`src/pmr_defs.svh`:
```
// Register offsets, field positions and reset values of the power bank
`ifndef PMR_DEFS_SVH
`define PMR_DEFS_SVH
`define PMR_ADDR_W        6
`define PMR_DATA_W        16
`define PMR_OFF_RESET_ID  6'h00
`define PMR_OFF_REF_DIV   6'h04
`define PMR_OFF_BIAS      6'h05
`define PMR_OFF_POWER     6'h0B
`define PMR_OFF_CLOCKS    6'h0E
`define PMR_OFF_FREQ_LOOP 6'h10
`define PMR_OFF_RANGE     6'h20
`define PMR_OFF_WSEQ      6'h26
`define PMR_OFF_EQ        6'h2A
`define PMR_OFF_CLK_DIV   6'h0C
`define PMR_IDENTITY      16'h5A3C  // Identity word; value arbitrary
`define PMR_RST_REF_DIV   16'h0001
`define PMR_RST_BIAS      16'h0068
`define PMR_RST_POWER     16'h0180
`define PMR_RST_CLOCKS    16'h0000
`define PMR_RST_CLK_DIV   16'h0000
`define PMR_RST_ZERO      16'h0000
`define PMR_MASK_REF_DIV  16'h002F
`define PMR_MASK_BIAS     16'h007F
`define PMR_MASK_POWER    16'h0197
`define PMR_MASK_CLOCKS   16'h2027
`define PMR_MASK_CLK_DIV  16'h1DC0
`define PMR_MASK_LOOP     16'h000D
`define PMR_MASK_BIT15    16'h8000
`define PMR_MASK_BIT0     16'h0001
`define PMR_BIT_REF_LO    1
`define PMR_BIT_REF_HI    2
`define PMR_BIT_NORMAL_BIAS_ENABLE  1
`define PMR_BIT_TSHUT     8
`define PMR_BIT_TSENSE    7
`define PMR_BIT_OVERTEMP  6
`define PMR_BIT_LINE_OUT  4
`define PMR_BIT_SPK_GAIN  2
`define PMR_BIT_SPK_OUT   1
`define PMR_BIT_CONV      0
`define PMR_BIT_CLK_OUT   5
`define PMR_BIT_TIMEOUT   2
`define PMR_BIT_DSP_CLK   1
`define PMR_BIT_SYS_CLK   0
`define PMR_BIT_LOOP_ENA  0
`define PMR_BIT_TOP_ENA   15
`define PMR_DIV_LO        10
`define PMR_DIV_HI        12
`endif

```
`src/pmr_pkg.sv`:
```
// Types shared by the power enable register bank
package pmr_pkg;
  // Reference divider codes
  typedef enum logic [1:0] {
    PMR_REF_OFF    = 2'h0,
    PMR_REF_NORMAL = 2'h1,
    PMR_REF_STBY   = 2'h2,
    PMR_REF_FAST   = 2'h3
  } pmr_ref_sel_t;
endpackage : pmr_pkg

```
`src/pmr_sync.sv`:
```
// Two flip-flop synchroniser for a level from another domain
`timescale 1ns/100ps
`default_nettype none
module pmr_sync (
  // Clock and reset
  input  wire logic clock_in,
  input  wire logic reset_in,
  // Level in and out
  input  wire logic level_in,
  output var  logic level_out
);
  logic meta_q;  // First stage, read only by the second

  // Two stage capture
  always_ff @(posedge clock_in) begin
    if (reset_in) begin
      meta_q    <= 1'b0;
      level_out <= 1'b0;
    end else begin
      meta_q    <= level_in;
      level_out <= meta_q;
    end
  end
endmodule : pmr_sync
`default_nettype wire

```
`src/pmr_bank.sv`:
```
// Power enable, clock enable and software reset register bank
//
// The strobed register port was chosen for this implementation.
`timescale 1ns/100ps
`default_nettype none
`include "pmr_defs.svh"
module pmr_bank
  import pmr_pkg::*;
(
  // Clock and reset
  input  wire logic                   clock_in,
  input  wire logic                   reset_in,
  // Software register port
  input  wire logic [`PMR_ADDR_W-1:0] addr_in,
  input  wire logic [`PMR_DATA_W-1:0] wdata_in,
  input  wire logic                   write_in,
  input  wire logic                   read_in,
  output var  logic [`PMR_DATA_W-1:0] rdata_out,
  // Sequencer write port, same timing as software writes
  input  wire logic [`PMR_ADDR_W-1:0] seq_addr_in,
  input  wire logic [`PMR_DATA_W-1:0] seq_wdata_in,
  input  wire logic                   seq_write_in,
  // Over-temperature flag from the analogue sensor
  input  wire logic                   over_temp_in,
  // Analogue and clock enables
  output var  pmr_ref_sel_t           mid_rail_divider_select_out,
  output var  logic                   normal_bias_enable_out,
  output var  logic                   temperature_sensor_enable_out,
  output var  logic                   line_output_enable_out,
  output var  logic                   speaker_gain_stage_enable_out,
  output var  logic                   speaker_output_enable_out,
  output var  logic                   converter_enable_out,
  output var  logic                   clock_output_enable_out,
  output var  logic [2:0]             clock_output_divider_out,
  output var  logic                   timeout_clock_enable_out,
  output var  logic                   processing_clock_enable_out,
  output var  logic                   system_clock_enable_out,
  output var  logic                   frequency_loop_enable_out,
  output var  logic                   range_controller_enable_out,
  output var  logic                   write_sequencer_enable_out,
  output var  logic                   equalizer_enable_out
);
  logic [`PMR_DATA_W-1:0] ref_div_q;    // Reference divider control
  logic [`PMR_DATA_W-1:0] bias_q;       // Bias control
  logic [`PMR_DATA_W-1:0] power_q;      // Power enables
  logic [`PMR_DATA_W-1:0] clk_div_q;    // Clock output divider
  logic [`PMR_DATA_W-1:0] clocks_q;     // Clock enables
  logic [`PMR_DATA_W-1:0] loop_q;       // Frequency loop control
  logic [`PMR_DATA_W-1:0] range_q;      // Range controller control
  logic [`PMR_DATA_W-1:0] wseq_q;       // Write sequencer control
  logic [`PMR_DATA_W-1:0] eq_q;         // Equalizer control
  logic                   over_temp_s;  // Synchronised over-temperature
  logic                   shutdown_q;   // Latched thermal shutdown
  logic                   wr_en;        // Merged write strobe
  logic [`PMR_ADDR_W-1:0] wr_addr;      // Merged write address
  logic [`PMR_DATA_W-1:0] wr_data;      // Merged write data
  logic                   soft_reset;   // Write to address zero
  logic                   shut_now;     // Shutdown condition
  logic [`PMR_DATA_W-1:0] rd_d;         // Read mux

  // Over-temperature comes from the analogue side
  pmr_sync u_temp_sync (
    .clock_in  (clock_in),
    .reset_in  (reset_in),
    .level_in  (over_temp_in),
    .level_out (over_temp_s)
  );

  // Merge ports: software wins when both write in one cycle
  // sequencer write path
  always_comb begin
    wr_en   = write_in | seq_write_in;
    wr_addr = write_in ? addr_in : seq_addr_in;
    wr_data = write_in ? wdata_in : seq_wdata_in;
  end

  assign soft_reset = wr_en && (wr_addr == `PMR_OFF_RESET_ID);

  assign shut_now = power_q[`PMR_BIT_TSHUT] & power_q[`PMR_BIT_TSENSE]
                    & over_temp_s;

  // Analogue reference and bias registers
  // divider select reset
  always_ff @(posedge clock_in) begin
    if (reset_in || soft_reset) begin
      ref_div_q <= `PMR_RST_REF_DIV;
      bias_q    <= `PMR_RST_BIAS;
    end else if (wr_en) begin
      if (wr_addr == `PMR_OFF_REF_DIV) begin
        ref_div_q <= wr_data & `PMR_MASK_REF_DIV;
      end
      if (wr_addr == `PMR_OFF_BIAS) begin
        bias_q <= wr_data & `PMR_MASK_BIAS;
      end
    end
  end

  // Power enables register
  // output and converter bits
  always_ff @(posedge clock_in) begin
    if (reset_in || soft_reset) begin
      power_q <= `PMR_RST_POWER;
    end else if (wr_en && wr_addr == `PMR_OFF_POWER) begin
      power_q <= wr_data & `PMR_MASK_POWER;
    end
  end

  // Thermal shutdown latch, cleared when the flag falls, by disabling shutdown or by reset
  // latch on overtemperature
  always_ff @(posedge clock_in) begin
    if (reset_in || soft_reset) begin
      shutdown_q <= 1'b0;
    end else if (shut_now) begin
      shutdown_q <= 1'b1;
    end else if (!over_temp_s || !power_q[`PMR_BIT_TSHUT]) begin
      shutdown_q <= 1'b0;
    end
  end

  // Clock registers
  // timeout clock bit
  always_ff @(posedge clock_in) begin
    if (reset_in || soft_reset) begin
      clocks_q  <= `PMR_RST_CLOCKS;
      clk_div_q <= `PMR_RST_CLK_DIV;
    end else if (wr_en) begin
      if (wr_addr == `PMR_OFF_CLOCKS) begin
        clocks_q <= wr_data & `PMR_MASK_CLOCKS;
      end
      if (wr_addr == `PMR_OFF_CLK_DIV) begin
        clk_div_q <= wr_data & `PMR_MASK_CLK_DIV;
      end
    end
  end

  // Loop, range, sequencer and equalizer controls
  // single-bit enables
  always_ff @(posedge clock_in) begin
    if (reset_in || soft_reset) begin
      loop_q  <= `PMR_RST_ZERO;
      range_q <= `PMR_RST_ZERO;
      wseq_q  <= `PMR_RST_ZERO;
      eq_q    <= `PMR_RST_ZERO;
    end else if (wr_en) begin
      if (wr_addr == `PMR_OFF_FREQ_LOOP) begin
        loop_q <= wr_data & `PMR_MASK_LOOP;
      end
      if (wr_addr == `PMR_OFF_RANGE) begin
        range_q <= wr_data & `PMR_MASK_BIT15;
      end
      if (wr_addr == `PMR_OFF_WSEQ) begin
        wseq_q <= wr_data & `PMR_MASK_BIT15;
      end
      if (wr_addr == `PMR_OFF_EQ) begin
        eq_q <= wr_data & `PMR_MASK_BIT0;
      end
    end
  end

  // Read mux; unmapped addresses read zero
  always_comb begin
    unique case (addr_in)
      `PMR_OFF_RESET_ID:  rd_d = `PMR_IDENTITY;
      `PMR_OFF_REF_DIV:   rd_d = ref_div_q;
      `PMR_OFF_BIAS:      rd_d = bias_q;
      `PMR_OFF_POWER: begin
        rd_d = power_q;
        rd_d[`PMR_BIT_OVERTEMP] = shutdown_q;
      end
      `PMR_OFF_CLK_DIV:   rd_d = clk_div_q;
      `PMR_OFF_CLOCKS:    rd_d = clocks_q;
      `PMR_OFF_FREQ_LOOP: rd_d = loop_q;
      `PMR_OFF_RANGE:     rd_d = range_q;
      `PMR_OFF_WSEQ:      rd_d = wseq_q;
      `PMR_OFF_EQ:        rd_d = eq_q;
      default:            rd_d = `PMR_RST_ZERO;
    endcase
  end

  // Read data stands only in the cycle after the strobe
  always_ff @(posedge clock_in) begin
    if (reset_in) begin
      rdata_out <= `PMR_RST_ZERO;
    end else if (read_in) begin
      rdata_out <= rd_d;
    end else begin
      rdata_out <= `PMR_RST_ZERO;
    end
  end

  // Registered enable outputs
  always_ff @(posedge clock_in) begin
    if (reset_in) begin
      mid_rail_divider_select_out   <= PMR_REF_OFF;
      normal_bias_enable_out        <= 1'b0;
      temperature_sensor_enable_out <= 1'b0;
      line_output_enable_out        <= 1'b0;
      speaker_gain_stage_enable_out <= 1'b0;
      speaker_output_enable_out     <= 1'b0;
      converter_enable_out          <= 1'b0;
      clock_output_enable_out       <= 1'b0;
      clock_output_divider_out      <= 3'h0;
      timeout_clock_enable_out      <= 1'b0;
      processing_clock_enable_out   <= 1'b0;
      system_clock_enable_out       <= 1'b0;
      frequency_loop_enable_out     <= 1'b0;
      range_controller_enable_out   <= 1'b0;
      write_sequencer_enable_out    <= 1'b0;
      equalizer_enable_out          <= 1'b0;
    end else begin
      mid_rail_divider_select_out <= pmr_ref_sel_t'(
        ref_div_q[`PMR_BIT_REF_HI:`PMR_BIT_REF_LO]);
      normal_bias_enable_out        <= bias_q[`PMR_BIT_NORMAL_BIAS_ENABLE];
      temperature_sensor_enable_out <= power_q[`PMR_BIT_TSENSE];
      line_output_enable_out <= power_q[`PMR_BIT_LINE_OUT] & ~shutdown_q;
      speaker_gain_stage_enable_out <=
        power_q[`PMR_BIT_SPK_GAIN] & ~shutdown_q;
      speaker_output_enable_out <= power_q[`PMR_BIT_SPK_OUT] & ~shutdown_q;
      converter_enable_out      <= power_q[`PMR_BIT_CONV];
      clock_output_enable_out   <= clocks_q[`PMR_BIT_CLK_OUT];
      clock_output_divider_out  <= clk_div_q[`PMR_DIV_HI:`PMR_DIV_LO];
      timeout_clock_enable_out  <= clocks_q[`PMR_BIT_TIMEOUT];
      processing_clock_enable_out <= clocks_q[`PMR_BIT_DSP_CLK];
      system_clock_enable_out     <= clocks_q[`PMR_BIT_SYS_CLK];
      frequency_loop_enable_out   <= loop_q[`PMR_BIT_LOOP_ENA];
      range_controller_enable_out <= range_q[`PMR_BIT_TOP_ENA];
      write_sequencer_enable_out  <= wseq_q[`PMR_BIT_TOP_ENA];
      equalizer_enable_out        <= eq_q[`PMR_BIT_CONV];
    end
  end

  // Soft reset restores power enables in the next cycle
  chk_soft_reset_power: assert property (@(posedge clock_in)
    disable iff (reset_in) soft_reset |=> power_q == `PMR_RST_POWER)
    else $error("power register not restored by soft reset");

  // Identity returned one cycle after a read of zero
  chk_identity_read: assert property (@(posedge clock_in)
    disable iff (reset_in)
    read_in && addr_in == `PMR_OFF_RESET_ID |=> rdata_out == `PMR_IDENTITY)
    else $error("identity word wrong");

  // Speaker off two cycles after shutdown condition
  chk_shutdown_outputs: assert property (@(posedge clock_in)
    disable iff (reset_in)
    shut_now && !soft_reset |=> ##1 !speaker_output_enable_out
      && !line_output_enable_out)
    else $error("outputs not disabled on overtemperature");

  // No shutdown without sensor
  chk_sensor_gates: assert property (@(posedge clock_in)
    disable iff (reset_in)
    !power_q[`PMR_BIT_TSENSE] && !shutdown_q |=> !shutdown_q)
    else $error("shutdown without sensor enabled");

  // Divider select follows register
  chk_ref_select: assert property (@(posedge clock_in)
    disable iff (reset_in)
    1'b1 |=> mid_rail_divider_select_out ==
      $past(ref_div_q[`PMR_BIT_REF_HI:`PMR_BIT_REF_LO]))
    else $error("divider select mismatch");

  // Bias enable write reaches output in two cycles
  chk_bias_enable: assert property (@(posedge clock_in)
    disable iff (reset_in)
    wr_en && wr_addr == `PMR_OFF_BIAS |=> ##1
      normal_bias_enable_out == $past(wr_data[`PMR_BIT_NORMAL_BIAS_ENABLE], 2))
    else $error("bias enable not applied");

  // Clock output enable written reaches output
  chk_clock_output: assert property (@(posedge clock_in)
    disable iff (reset_in)
    wr_en && wr_addr == `PMR_OFF_CLOCKS |=> ##1
      clock_output_enable_out == $past(wr_data[`PMR_BIT_CLK_OUT], 2))
    else $error("clock output enable not applied");

  // Timeout clock enable follows its bit
  chk_timeout_clock: assert property (@(posedge clock_in)
    disable iff (reset_in)
    1'b1 |=> timeout_clock_enable_out == $past(clocks_q[`PMR_BIT_TIMEOUT]))
    else $error("timeout clock enable mismatch");
endmodule : pmr_bank
`default_nettype wire

```
`config.mk`:
```
export PLATFORM = sky130hd
export DESIGN_NAME = pmr_bank
export DESIGN_NICKNAME = d
export VERILOG_FILES = /design/src/pmr_pkg.sv /design/src/pmr_sync.sv /design/src/pmr_bank.sv
export VERILOG_INCLUDE_DIRS = /design/src
export SDC_FILE = /design/constraint.sdc
export NUM_CORES = 1
export LEC_CHECK = 0
export ABC_AREA = 1
export BUFFER_PORTS_ARGS = -buffer_cell sky130_fd_sc_hd__buf_2
export CAP_MARGIN = 30
export CORE_UTILIZATION = 45
export DETAILED_ROUTE_END_ITERATION = 10
export PLACE_DENSITY = 0.76
export RECOVER_POWER = 50
export REMOVE_ABC_BUFFERS = 1
export SYNTH_ARGS = -nofsm -noshare
export SYNTH_HDL_FRONTEND = slang
export SYNTH_SLANG_ARGS = --single-unit
export TNS_END_PERCENT = 5
```
`constraint.sdc`:
```
create_clock -name clock_in -period 1.2 [get_ports clock_in]
set_input_delay 0 -clock clock_in [delete_from_list [all_inputs] [get_ports clock_in]]
set_output_delay 0 -clock clock_in [all_outputs]
set_load 0.02 [all_outputs]
```
**After elaboration in Yosys (flattened, before gate mapping)**

Index checks and enable logic that the tools add are counted.

- $add $sub $neg: 0
- Multipliers: 0
- Divide/modulo/power cells: 0
- Magnitude comparators: 0
- Equal/unequal tests: 18
- Shifts and indexed selects: 0
- Muxes and demuxes: 5
- Bitwise logic cells: 8
- Reductions and logical operators: 18

Operators with widths:

| operator | count |
|---|---|
| $pmux 16 s10 | 1 |
| $eq 6x4->1 const B | 6 |
| $eq 6x6->1 const B | 6 |
| $eq 6x3->1 const B | 4 |
| $mux 16 | 1 |
| $reduce_and 2->1 | 8 |
| $eq 6x5->1 const B | 2 |
| $logic_not 6->1 | 2 |
| $mux 6 | 1 |
| $and 1x1->1 | 5 |
| $logic_and 1x1->1 | 2 |
| $logic_not 1->1 | 2 |
| $logic_or 1x1->1 | 2 |
| $mux 1 | 2 |
| $not 1->1 | 2 |
| $reduce_bool 2->1 | 1 |
| $reduce_or 2->1 | 1 |
| $or 1x1->1 | 1 |

- Register bits: 73
- Latch bits: 0
- Bits in writable memories: 0
- Bits in read-only memories: 0
- Input port bits: 50
- Output and inout port bits: 35
- Logic and storage cells: 78
- Memories kept: 0

**Logic depth before layout (Yosys ltp)**

Gate-level depths: netlist of run 1.

- Depth in word-level cells: 4
- Gate-level depth with buffers: 11
- Mapped depth without buffers: 9

**By module**

A second synthesis of run 1 with hierarchy kept.

- Cell total of the unflattened synthesis: 474
- Area total of the unflattened synthesis: 3284.4 sq um

By module, submodules not included:

| module | instances | cells each | area each (sq um) | sequential area each (sq um) |
|---|---|---|---|---|
| pmr_bank | 1 | 468 | 3229.3 | 1401.3 |
| pmr_sync | 1 | 6 | 55.1 | 40.0 |

**Worst setup path after synthesis of run 1**

Ideal clock, no wire load.

- Path kind: input -> register
- Start point: in write_in
- End point: reg bias_q[3]
- Arrival: 969 ps
- Required time: 1079 ps
- Slack: 109 ps
- Cell stages on the path: 10
- Cells stage by stage: buf_6 -> inv_6 -> buf_6 -> nand2_2 -> nand2_2 -> nand2_2 -> nor2_4 -> nand2_2 -> nand2_1 -> nand3_1

- Word-level cells in the longest chain between the ends: 4

RTL lines:

| what | line | RTL |
|---|---|---|
| from (decl) | pmr_bank.sv:16 | `input wire logic write_in,` |
| $mux 6 | pmr_bank.sv:73 | `wr_addr = write_in ? addr_in : seq_addr_in;` |
| $logic_not 6->1 (no line) | - |  |
| $logic_and 1x1->1 | pmr_bank.sv:77 | `` assign soft_reset = wr_en && (wr_addr == `PMR_OFF_RESET_ID); `` |
| $logic_or 1x1->1 | pmr_bank.sv:85 | `if (reset_in \|\| soft_reset) begin` |
| to (signal assigned) | pmr_bank.sv:87 | `` bias_q <= `PMR_RST_BIAS; `` |
| to (signal assigned) | pmr_bank.sv:93 | `` bias_q <= wr_data & `PMR_MASK_BIAS; `` |
| to (decl) | pmr_bank.sv:44 | `` logic [`PMR_DATA_W-1:0] bias_q; `` |

Parallel ways exist; a longest one is shown, timed or not.
A chain may end at the register's enable or synchronous reset.

**Final worst setup path of run 1**

- Start point: in write_in
- End point: reg bias_q[6]

Same word-level chain as after synthesis.

==> results of run 1 <==
[synth_stat cells, drive strengths merged]
master / number / share of area [%]
nand2: 174 / 21
dfxtp: 72 / 44
nor2: 70 / 10
nand3: 51 / 8.3
inv: 45 / 5.3
a21oi: 29 / 4.4
buf: 10 / 2.8
nand4: 10 / 1.9
o21ai: 6 / 0.91
a22oi: 2 / 0.46
clkbuf: 2 / 0.23
and2: 1 / 0.19
nor3: 1 / 0.15
o211ai: 1 / 0.23
[cell families after synthesis]
family	synth area share, %
simple gates	42.0
flops	43.7
buf+inv	8.31
compound gates	5.99
[critical path, delay by kind of cell]
family                 cells  cell delay, ns
buffers and inverters      3            0.38
and+or+nand+nor            7            0.83
[where the power goes]
| group | internal [mW] | total (mW) | switching [mW] |
|---|---|---|---|
| clock network | 1.40 | 2.34 | 0.940 |
| registers | 2.41 | 2.42 | 0.00994 |
| logic | 0.264 | 0.678 | 0.413 |
| total | 4.07 | 5.43 | 1.36 |
[stage by stage]
stage / power (mW) / instances / hold WS (ns)
after floorplan: 2.79 / 462 / 0.0712
after global placement: 3.12 / 679 / 0.205
after detailed placement: 3.13 / 679 / 0.218
after CTS: 5.45 / 701 / 0.0142
after global routing: 5.63 / 701 / 0.0431
final: 5.43 / 701 / 0.0205
[sequential cells by signal (all words and copies together), names as in the netlist, 2 cells and up]
signal,cells
rdata_out,15
clock_output_divider_out,3
power_q,6
clocks_q,5
loop_q,3
bias_q,7
clk_div_q,6
mid_rail_divider_select_out,2
ref_div_q,5
[worst max path at each step]
| stage | end | slack (ns) | cells past startpoint |
|---|---|---|---|
| 4_1_cts | ref_div_q[0]$_SDFFE_PP1P_ | 0.22 | 8 |
| 5_1_grt | power_q[8]$_SDFFE_PP1P_ | 0.12 | 10 |
| 3_3_place_gp | power_q[8]$_SDFFE_PP1P_ | -0.1 | 10 |
| 6_report | bias_q[6]$_SDFFE_PP1P_ | 0.22 | 10 |
| 3_5_place_dp | bias_q[6]$_SDFFE_PP1P_ | -0.14 | 10 |
| 2_1_floorplan | bias_q[3]$_SDFFE_PP1P_ | 0.05 | 6 |
[placed cells by master, fill, tap and decap left out]
master / synthesis / layout
nand2_1: 160 / 160
dfxtp_1: 72 / 72
nor2_1: 60 / 60
buf_2: 2 / 53
nand3_1: 49 / 49
inv_1: 43 / 43
buf_4: 2 / 38
a21oi_1: 29 / 29
clkbuf_1: 2 / 29
nand2_2: 12 / 12
nand4_1: 10 / 10
clkbuf_8: 0 / 9
dlygate4sd3_1: 0 / 6
o21ai_0: 5 / 5
nor2_4: 5 / 5
nor2_2: 3 / 3
inv_6: 1 / 3
bufinv_16: 0 / 3
a22oi_1: 2 / 2
nand2_4: 2 / 2
nor2_8: 2 / 2
buf_12: 0 / 2
nor3_1: 1 / 1
and2_1: 1 / 1
o21ai_1: 1 / 1
nand3_2: 1 / 1
o211ai_1: 1 / 1
inv_2: 1 / 1
nand3_4: 1 / 1
clkinvlp_4: 0 / 1
[timing repair]
item,in CTS,in global routing
hold buffers,6,0
hold endpoints to repair,4,0
endpoints found under the setup margin,0,0
[layout make-up]
cell class | count | area share, %
multi-input combinational | 345 | 36.7
inverter | 45 | 4.03
clock buffer | 10 | 2.96
timing repair buffer | 127 | 17.5
sequential | 72 | 33.4
clock inverter | 6 | 2.67
tap | 96 | 2.78
[per-layer routing]
layer | wire length (um) | vias up | part of all wire (%)
met3 | 728 | 16 | 7.6
met2 | 4610 | 153 | 48
li1 | - | 1741 | -
met1 | 4090 | 1563 | 43
met5 | 0 | - | 0
met4 | 142 | 0 | 1.5
==> flow_summary_export.csv, run 1 <==
group,metric,value,unit
status,status,"finished, final reports clean",
route,ant_nets,0,
route,routedWlPerCell,13.6,um
finish,syn_to_final_growth,30.9,%
clock_tree,clkSlewWorstSetupHoldPaths,0.07,ns
clock_tree,h-tree-depth,3,
sta,fin_crit_sh,82.0,%
setup_path,path_cells,"buf_2 -> buf_4 -> nand2_1 -> nand2_1 -> inv_1 -> nand2_1 -> nor2_4 -> nand2_2 -> nand2_1 -> nand3_1",
sta,rsz0062_at_grt,"false",
die,start_util,47.5,%
clock_tree,clock_latency,0.35,ns
global_routing,grtUsageMet3,6.22,%
sta,slew_headroom,76.5,%
die,die-width,87.6,um
hold_path,holdPathEnd,"wseq_q[15]$_SDFFE_PP0P_",
clock_tree,clk_path_buf_depth,2,
clock_tree,cts_made_buffers,9,
sta,tns,0,ns
die,io_pins,85,
setup_path,reg2reg_to,"rdata_out[2]$_SDFF_PP0_",
placed_design,dp_slack,-0.139,ns
placed_design,dp_hpwl,7.42,mm
placed_design,post_dp_cell_area,4050,um2
setup_path,cpMostUsedCell,"nand2_1",
setup_path,crit_required,1.43,ns
finish,diodes,0,
yosys,synth_seq_cells,72,
setup_path,reg2reg_from,"ref_div_q[2]$_SDFFE_PP0P_",
hold_path,holdPathStages,5,
global_routing,grt.overflow.total,0,
job,maxCapViolCount,0,
setup_path,reg2reg_depth,6,
global_routing,antenna_found_initial,0,
clock_tree,cts.sinks,72,
route,dr.pass1.iters,6,
die,core_area,6940,um2
route,vias_per_cell,4.95,
hold_path,hold_class,"in -> reg",
setup_path,cp_slowest_cell,"buf_4",
global_routing,grt_pass1_wl,15.0,mm
finish,finish.net_count,650,
yosys,yosysUniqueCellTypes,26,
sta,setup_viol,0,
yosys,syn_area,3300,um2
die,die_area,7680,um2
yosys,syn_avg_cell_area,6.96,um2
yosys,synth_cells,474,
sta,finalCriticalPeriod,0.984,ns
setup_path,cp-startpoint,"write_in",
setup_path,critical-path-max-stage-delay,0.17,ns
setup_path,worst_setup_path_end_kind,"flip-flop",
global_routing,grt_max_degree,20,
pwr,p_leak,2.06,nW
sta,fmax,1020,MHz
route,drt-initial-drc-count,229,
placed_design,gp_congestion,0.918,
global_routing,grt_use_met1,32.1,%
global_routing,use_met2,44.5,%
yosys,synth-warning-count,0,
hold_path,hold_start,"seq_wdata_in[15]",
die,die_h,87.6,um
setup_path,start_kind,"input port",
setup_path,r2r_slack,0.31,ns
pwr,peakVddDrop,0.000556,V
yosys,synth.yosys.seq_area_share,43.7,%
setup_path,critical_path_arrival,1.21,ns
route,via_count,3473,
pwr,powerDensity,1260,nW/um2
die,num_rows,30,
clock_tree,post_cts_resized,0,
global_routing,grt_pass1_vias,3132,
setup_path,cp_max_fo,9,
finish,multi_input_area,1580,um2
route,drc,0,
finish,seq_area,1440,um2
placed_design,portBuffers,80,
sta,hold_viol,0,
setup_path,crit_type,"in -> reg",
clock_tree,cts_root_buffer,"clkbuf_8",
sta,slew_viol_final,0,
finish,fin_area,4320,um2
global_routing,grt_util_all_layers,26.0,%
finish,drive_gt1_share,22.5,%
finish,postLayoutCoreUtil,62.2,%
finish,num-fill-cells,688,
clock_tree,cts_setup_buffers,0,
global_routing,busiest_layer,"met2",
clock_tree,cts_tree,"done",
sta,tightest_slew,0.352,ns
sta,fin_skew,0.00842,ns
route,routed_wl,9.57,mm
sta,fin_ws,0.216,ns
Power figures use the tool's default switching activity.
==> run 2: changes to the inputs <==
Clock period 1.2 ns to 0.83 ns, I/O delays scaled along.
==> run 2 against run 1 <==
The flow now finishes with violations (setup timing). Count of clock-buffer cells in the layout rose by 2. First-iteration DRC count fell by 0.44%. Hold slack got worse by 0.010 ns. Critical endpoint is now rdata_out[2]$_SDFF_PP0_.
==> flow_summary_export.csv, run 2 (synthesized netlist as in run 1, its figures left out) <==
group,metric,value,unit
status,status,"finished with violations",
status,violations,"setup timing",
global_routing,grt_max_degree,15,
route,top_layer,"met4",
sta,fin_ws,-0.00943,ns
finish,top_register,"rdata_out",
setup_path,worst_setup_path_end_kind,"flip-flop",
route,vias_per_cell,4.98,
die,io_pins,85,
finish,final_cell_mix,"145 x nand2_1, 66 x buf_2, 64 x dfxtp_1",
global_routing,grt.overflow.total,0,
finish,reg.largest.list,"rdata_out x15, bias_q x7",
clock_tree,cts_root_buffer,"clkbuf_8",
sta,fmax,1190,MHz
clock_tree,clk_path_buf_depth,2,
setup_path,cp_max_fo,2,
placed_design,portBuffers,80,
die,die_h,87.6,um
sta,fin_skew,0.0106,ns
route,ant_nets,0,
clock_tree,clkSlewWorstSetupHoldPaths,0.08,ns
sta,slew_viol_final,0,
finish,diodes,0,
route,dr.pass1.iters,5,
pwr,p_leak,2.33,nW
sta,hold_viol,0,
sta,finalCriticalPeriod,0.839,ns
placed_design,dp_hpwl,7.63,mm
finish,num-fill-cells,622,
pwr,powerDensity,1540,nW/um2
finish,finalNonFillerCells,721,
setup_path,crit_type,"reg -> reg",
finish,largest_reg_flops,15,
route,drt-initial-drc-count,228,
hold_path,hold_class,"in -> reg",
route,wl_met1,4.44,mm
route,wl_met2,4.98,mm
setup_path,cpMostUsedCell,"nand2_1",
die,core_area,6940,um2
sta,slew_headroom,75.9,%
placed_design,gp_congestion,0.918,
global_routing,grt_util_all_layers,27.6,%
route,routedWlPerCell,14.1,um
setup_path,critical_path_arrival,1.08,ns
finish,drive_gt1_share,34.7,%
placed_design,dp_cells,697,
route,met3WireLength,529,um
finish,syn_to_final_growth,43.0,%
setup_path,cp_slowest_cell,"dfxtp_2",
sta,tightest_slew,0.360,ns
setup_path,crit_required,1.07,ns
setup_path,start_kind,"flip-flop",
clock_tree,cts.sinks,72,
sta,fin_crit_sh,101,%
setup_path,critical-path-max-stage-delay,0.33,ns
clock_tree,cts_tree,"done",
setup_path,path_cells,"inv_2 -> nand2_1 -> nand4_1 -> nand2_1 -> nor2_2 -> a21oi_2",
sta,setup_viol,2,
die,die-width,87.6,um
pwr,peakVddDrop,0.000747,V
die,num_rows,30,
sta,tns,-0.00970,ns
global_routing,grt_pass1_wl,15.8,mm
die,die_area,7680,um2
route,routed_wl,10.2,mm
clock_tree,cts_setup_buffers,0,
clock_tree,h-tree-depth,3,
route,drc,0,
setup_path,critPathTopFamily,"flip-flops",
clock_tree,clock_latency,0.35,ns
clock_tree,cts_made_buffers,9,
global_routing,antenna_found_initial,0,
route,via_count,3588,
global_routing,grt_pass1_vias,3347,
job,maxCapViolCount,0,
die,start_util,47.5,%
sta,rsz0062_at_grt,"true",
setup_path,path_buf_inv,1,
finish,final_common_cell,"nand2_1",
finish,finish.net_count,670,
run 2: cell count changes in the layout (fill, tap and decap cells not counted), sizes merged, moves of 2 or more:
cell	delta
clkbuf	-23
buf	+44
clkinv	+4
inv	-2
bufinv	-3
run 2: worst paths after layout:
path / startpoint / endpoint / slack (ns) / cells after the start
setup / recovery: ref_div_q[2]$_SDFFE_PP0P_ / rdata_out[2]$_SDFF_PP0_ / -0.009 / 6
hold / removal: wdata_in[13] / clocks_q[13]$_SDFFE_PP0P_ / 0.01 / 5
setup reg to reg: ref_div_q[2]$_SDFFE_PP0P_ / rdata_out[2]$_SDFF_PP0_ / -0.009 / 6
hold reg to reg: u_temp_sync.meta_q$_SDFF_PP0_ / u_temp_sync.level_out$_SDFF_PP0_ / 0.41 / 2
run 2: power by group:
| part | internal (mW) | switching (mW) |
|---|---|---|
| logic | 0.494 | 0.676 |
| registers | 3.48 | 0.0151 |
| clock network | 1.26 | 1.32 |
| total | 5.23 | 2.01 |
run 2: through the flow:
stage	power, mW	hold WS (ns)	setup WS [ns]	utilization, %	cell area [um2]
2_1_floorplan	4.03	0.0712	-0.319	-	3200
3_3_place_gp	4.57	0.204	-0.518	60.3	4190
3_5_place_dp	4.59	0.217	-0.505	60.3	4190
4_1_cts	7.17	0.000672	-0.00887	65.4	4540
5_1_grt	7.52	0.0287	-0.0883	67.9	4720
6_report	7.25	0.0103	-0.00943	67.9	4720
run 2: tightest hold or removal path: cells and delay by family:
kind | cells | cell delay, ns
AO/OA/AOI/OAI | 1 | 0.06
buffers and inverters | 1 | 0.09
AND/OR/NAND/NOR | 3 | 0.17
run 2: area by class of cell:
cell class	instances	area (um2)	area share (%)
timing repair buffer	147	1060	22.6
tap	96	120	2.55
sequential	72	1450	30.8
inverter	45	181	3.85
clock buffer	12	155	3.29
clock inverter	4	27.5	0.584
multi-input combinational	345	1720	36.4
run 2: what timing repair did:
action                                 4_1_cts  5_1_grt
setup endpoints to repair                   44       68
pin swaps                                    8       17
resized for setup                           34       47
endpoints found under the hold margin        9        0
cloned                                       0        1
hold buffers                                 7        0
run 2: layer usage:
| layer | vias up | track usage, % |
|---|---|---|
| met2 | 129 | 46.2 |
| met5 | - | 0 |
| met4 | 0 | 9.84 |
| li1 | 1783 | - |
| met3 | 16 | 5.56 |
| met1 | 1660 | 35.5 |
==> run 3: changes to the inputs <==
Settings changed: RECOVER_POWER 50 to 100, REMOVE_ABC_BUFFERS 1 to not set, SKIP_CTS_REPAIR_TIMING set to 1.
==> run 3 against run 2 <==
The run ends with hold timing, setup timing left. Clock skew is essentially flat. Maximum frequency shrank 2.3%. Die area is the same. Global-route usage shrank 2.3 points. Largest power group unchanged. Utilization grew 0.95 points. Hold slack lost 0.043 ns. Power shrank 0.11%. Clock power grew 2%.
==> flow_summary_export.csv, run 3 (synthesized netlist as in run 1, its figures left out) <==
group,metric,value,unit
finish,diodes,0,
die,die_area,7680,um2
sta,hold_viol,3,
die,die_h,87.6,um
sta,fin_ws,-0.0296,ns
clock_tree,cts.sinks,72,
clock_tree,cts_made_buffers,9,
route,dr.pass1.iters,5,
die,start_util,47.5,%
route,routedWlPerCell,13.3,um
sta,fin_skew,0.0102,ns
clock_tree,cts_tree,"done",
placed_design,dp_cells,692,
pwr,fin_total_pwr,7.24,mW
clock_tree,clock_latency,0.36,ns
finish,finish.net_count,666,
sta,slew_viol_final,0,
sta,finalCriticalPeriod,0.860,ns
die,num_rows,30,
global_routing,grt.overflow.total,0,
setup_path,worst_setup_path_end_kind,"flip-flop",
setup_path,crit_type,"reg -> reg",
clock_tree,clk_path_buf_depth,2,
finish,drive_gt1_share,37.2,%
finish,finalNonFillerCells,717,
placed_design,dp_slack,-0.502,ns
global_routing,grt_max_degree,26,
hold_path,hold_class,"in -> reg",
finish,final_cell_mix,"145 x nand2_1, 63 x buf_4, 58 x nor2_1",
finish,syn_to_final_growth,45.0,%
status,status,"finished with violations",
placed_design,gp_congestion,0.910,
global_routing,antenna_found_initial,0,
finish,postLayoutCoreUtil,68.9,%
route,ant_nets,0,
setup_path,start_kind,"flip-flop",
route,routed_wl,9.53,mm
sta,tightest_slew,0.334,ns
finish,reg.largest.list,"rdata_out x15, bias_q x7",
sta,fmax,1160,MHz
clock_tree,clkSlewWorstSetupHoldPaths,0.09,ns
sta,setup_viol,2,
route,drt-initial-drc-count,238,
pwr,powerDensity,1510,nW/um2
setup_path,cp_max_fo,2,
setup_path,critical_path_arrival,1.14,ns
setup_path,r2r_slack,-0.03,ns
die,io_pins,85,
placed_design,dp_hpwl,7.14,mm
route,drc,0,
finish,largest_reg_flops,15,
yosys,syn_nets,524,
die,die-width,87.6,um
route,via_count,3525,
clock_tree,h-tree-depth,3,
global_routing,grt_pass1_vias,3109,
clock_tree,cts_root_buffer,"clkbuf_8",
route,vias_per_cell,4.92,
sta,rsz0062_at_grt,"true",
sta,fin_crit_sh,104,%
die,core_area,6940,um2
sta,holdWs,-0.0326,ns
finish,top_register,"rdata_out",
status,violations,"hold timing, setup timing",
placed_design,portBuffers,80,
job,maxCapViolCount,0,
pwr,peakVddDrop,0.000750,V
global_routing,grt_pass1_wl,14.7,mm
sta,slew_headroom,77.7,%
global_routing,grt_util_all_layers,25.4,%
pwr,p_leak,2.29,nW
finish,final_common_cell,"nand2_1",
setup_path,crit_required,1.11,ns
[run 3: cell count changes in the layout (fill, tap and decap cells not counted), moves of 3 or more]
cell / delta
buf_2: -22
buf_4: +11
buf_6: +12
clkbuf_1: -3
clkinvlp_4: +3
dfxtp_1: -16
dfxtp_2: +16
inv_6: +3
[run 3: layer usage]
metal	part of all wire [%]	wire [um]	GRT usage, %
met3	6.3	600	5.09
met1	45	4290	34.4
met4	2.0	187	8.94
met2	47	4450	40.3
met5	0	0	0
[run 3: through the flow]
step | TNS [ns] | cell area (um2)
floorplan | -7.24 | 3410
global placement | -17.77 | 4240
detailed placement | -18.99 | 4240
CTS | -2.38 | 4420
global route | -0.567 | 4780
finish | -0.0426 | 4780
[run 3: power breakdown]
group	internal [mW]	switching [mW]
Clock	1.13	1.50
Sequential	3.48	0.0163
Combinational	0.460	0.650
[run 3: path summary, 6_finish.rpt]
check / from / depth (start not counted) / to
hold / removal: wdata_in[11] / 5 / clk_div_q[11]$_SDFFE_PP0P_
hold reg to reg: u_temp_sync.meta_q$_SDFF_PP0_ / 2 / u_temp_sync.level_out$_SDFF_PP0_
setup / recovery: bias_q[2]$_SDFFE_PP0P_ / 4 / rdata_out[2]$_SDFF_PP0_
setup reg to reg: bias_q[2]$_SDFFE_PP0P_ / 4 / rdata_out[2]$_SDFF_PP0_
[run 3: area by class of cell]
cell class	instances	area, um2
Fill cell	578	2160
Multi-Input combinational cell	345	1720
Sequential cell	72	1470
Timing Repair Buffer	142	1100
Inverter	45	181
Clock buffer	9	124
Tap cell	96	120
Clock inverter	7	60.1
Timing Repair inverter	1	8.76
[run 3: critical path, stage by stage, from the launching register on]
cell     delay, ns
dfxtp_1       0.38
nand3_1       0.11
nand2_1       0.08
nor2_1        0.04
a21oi_1       0.16
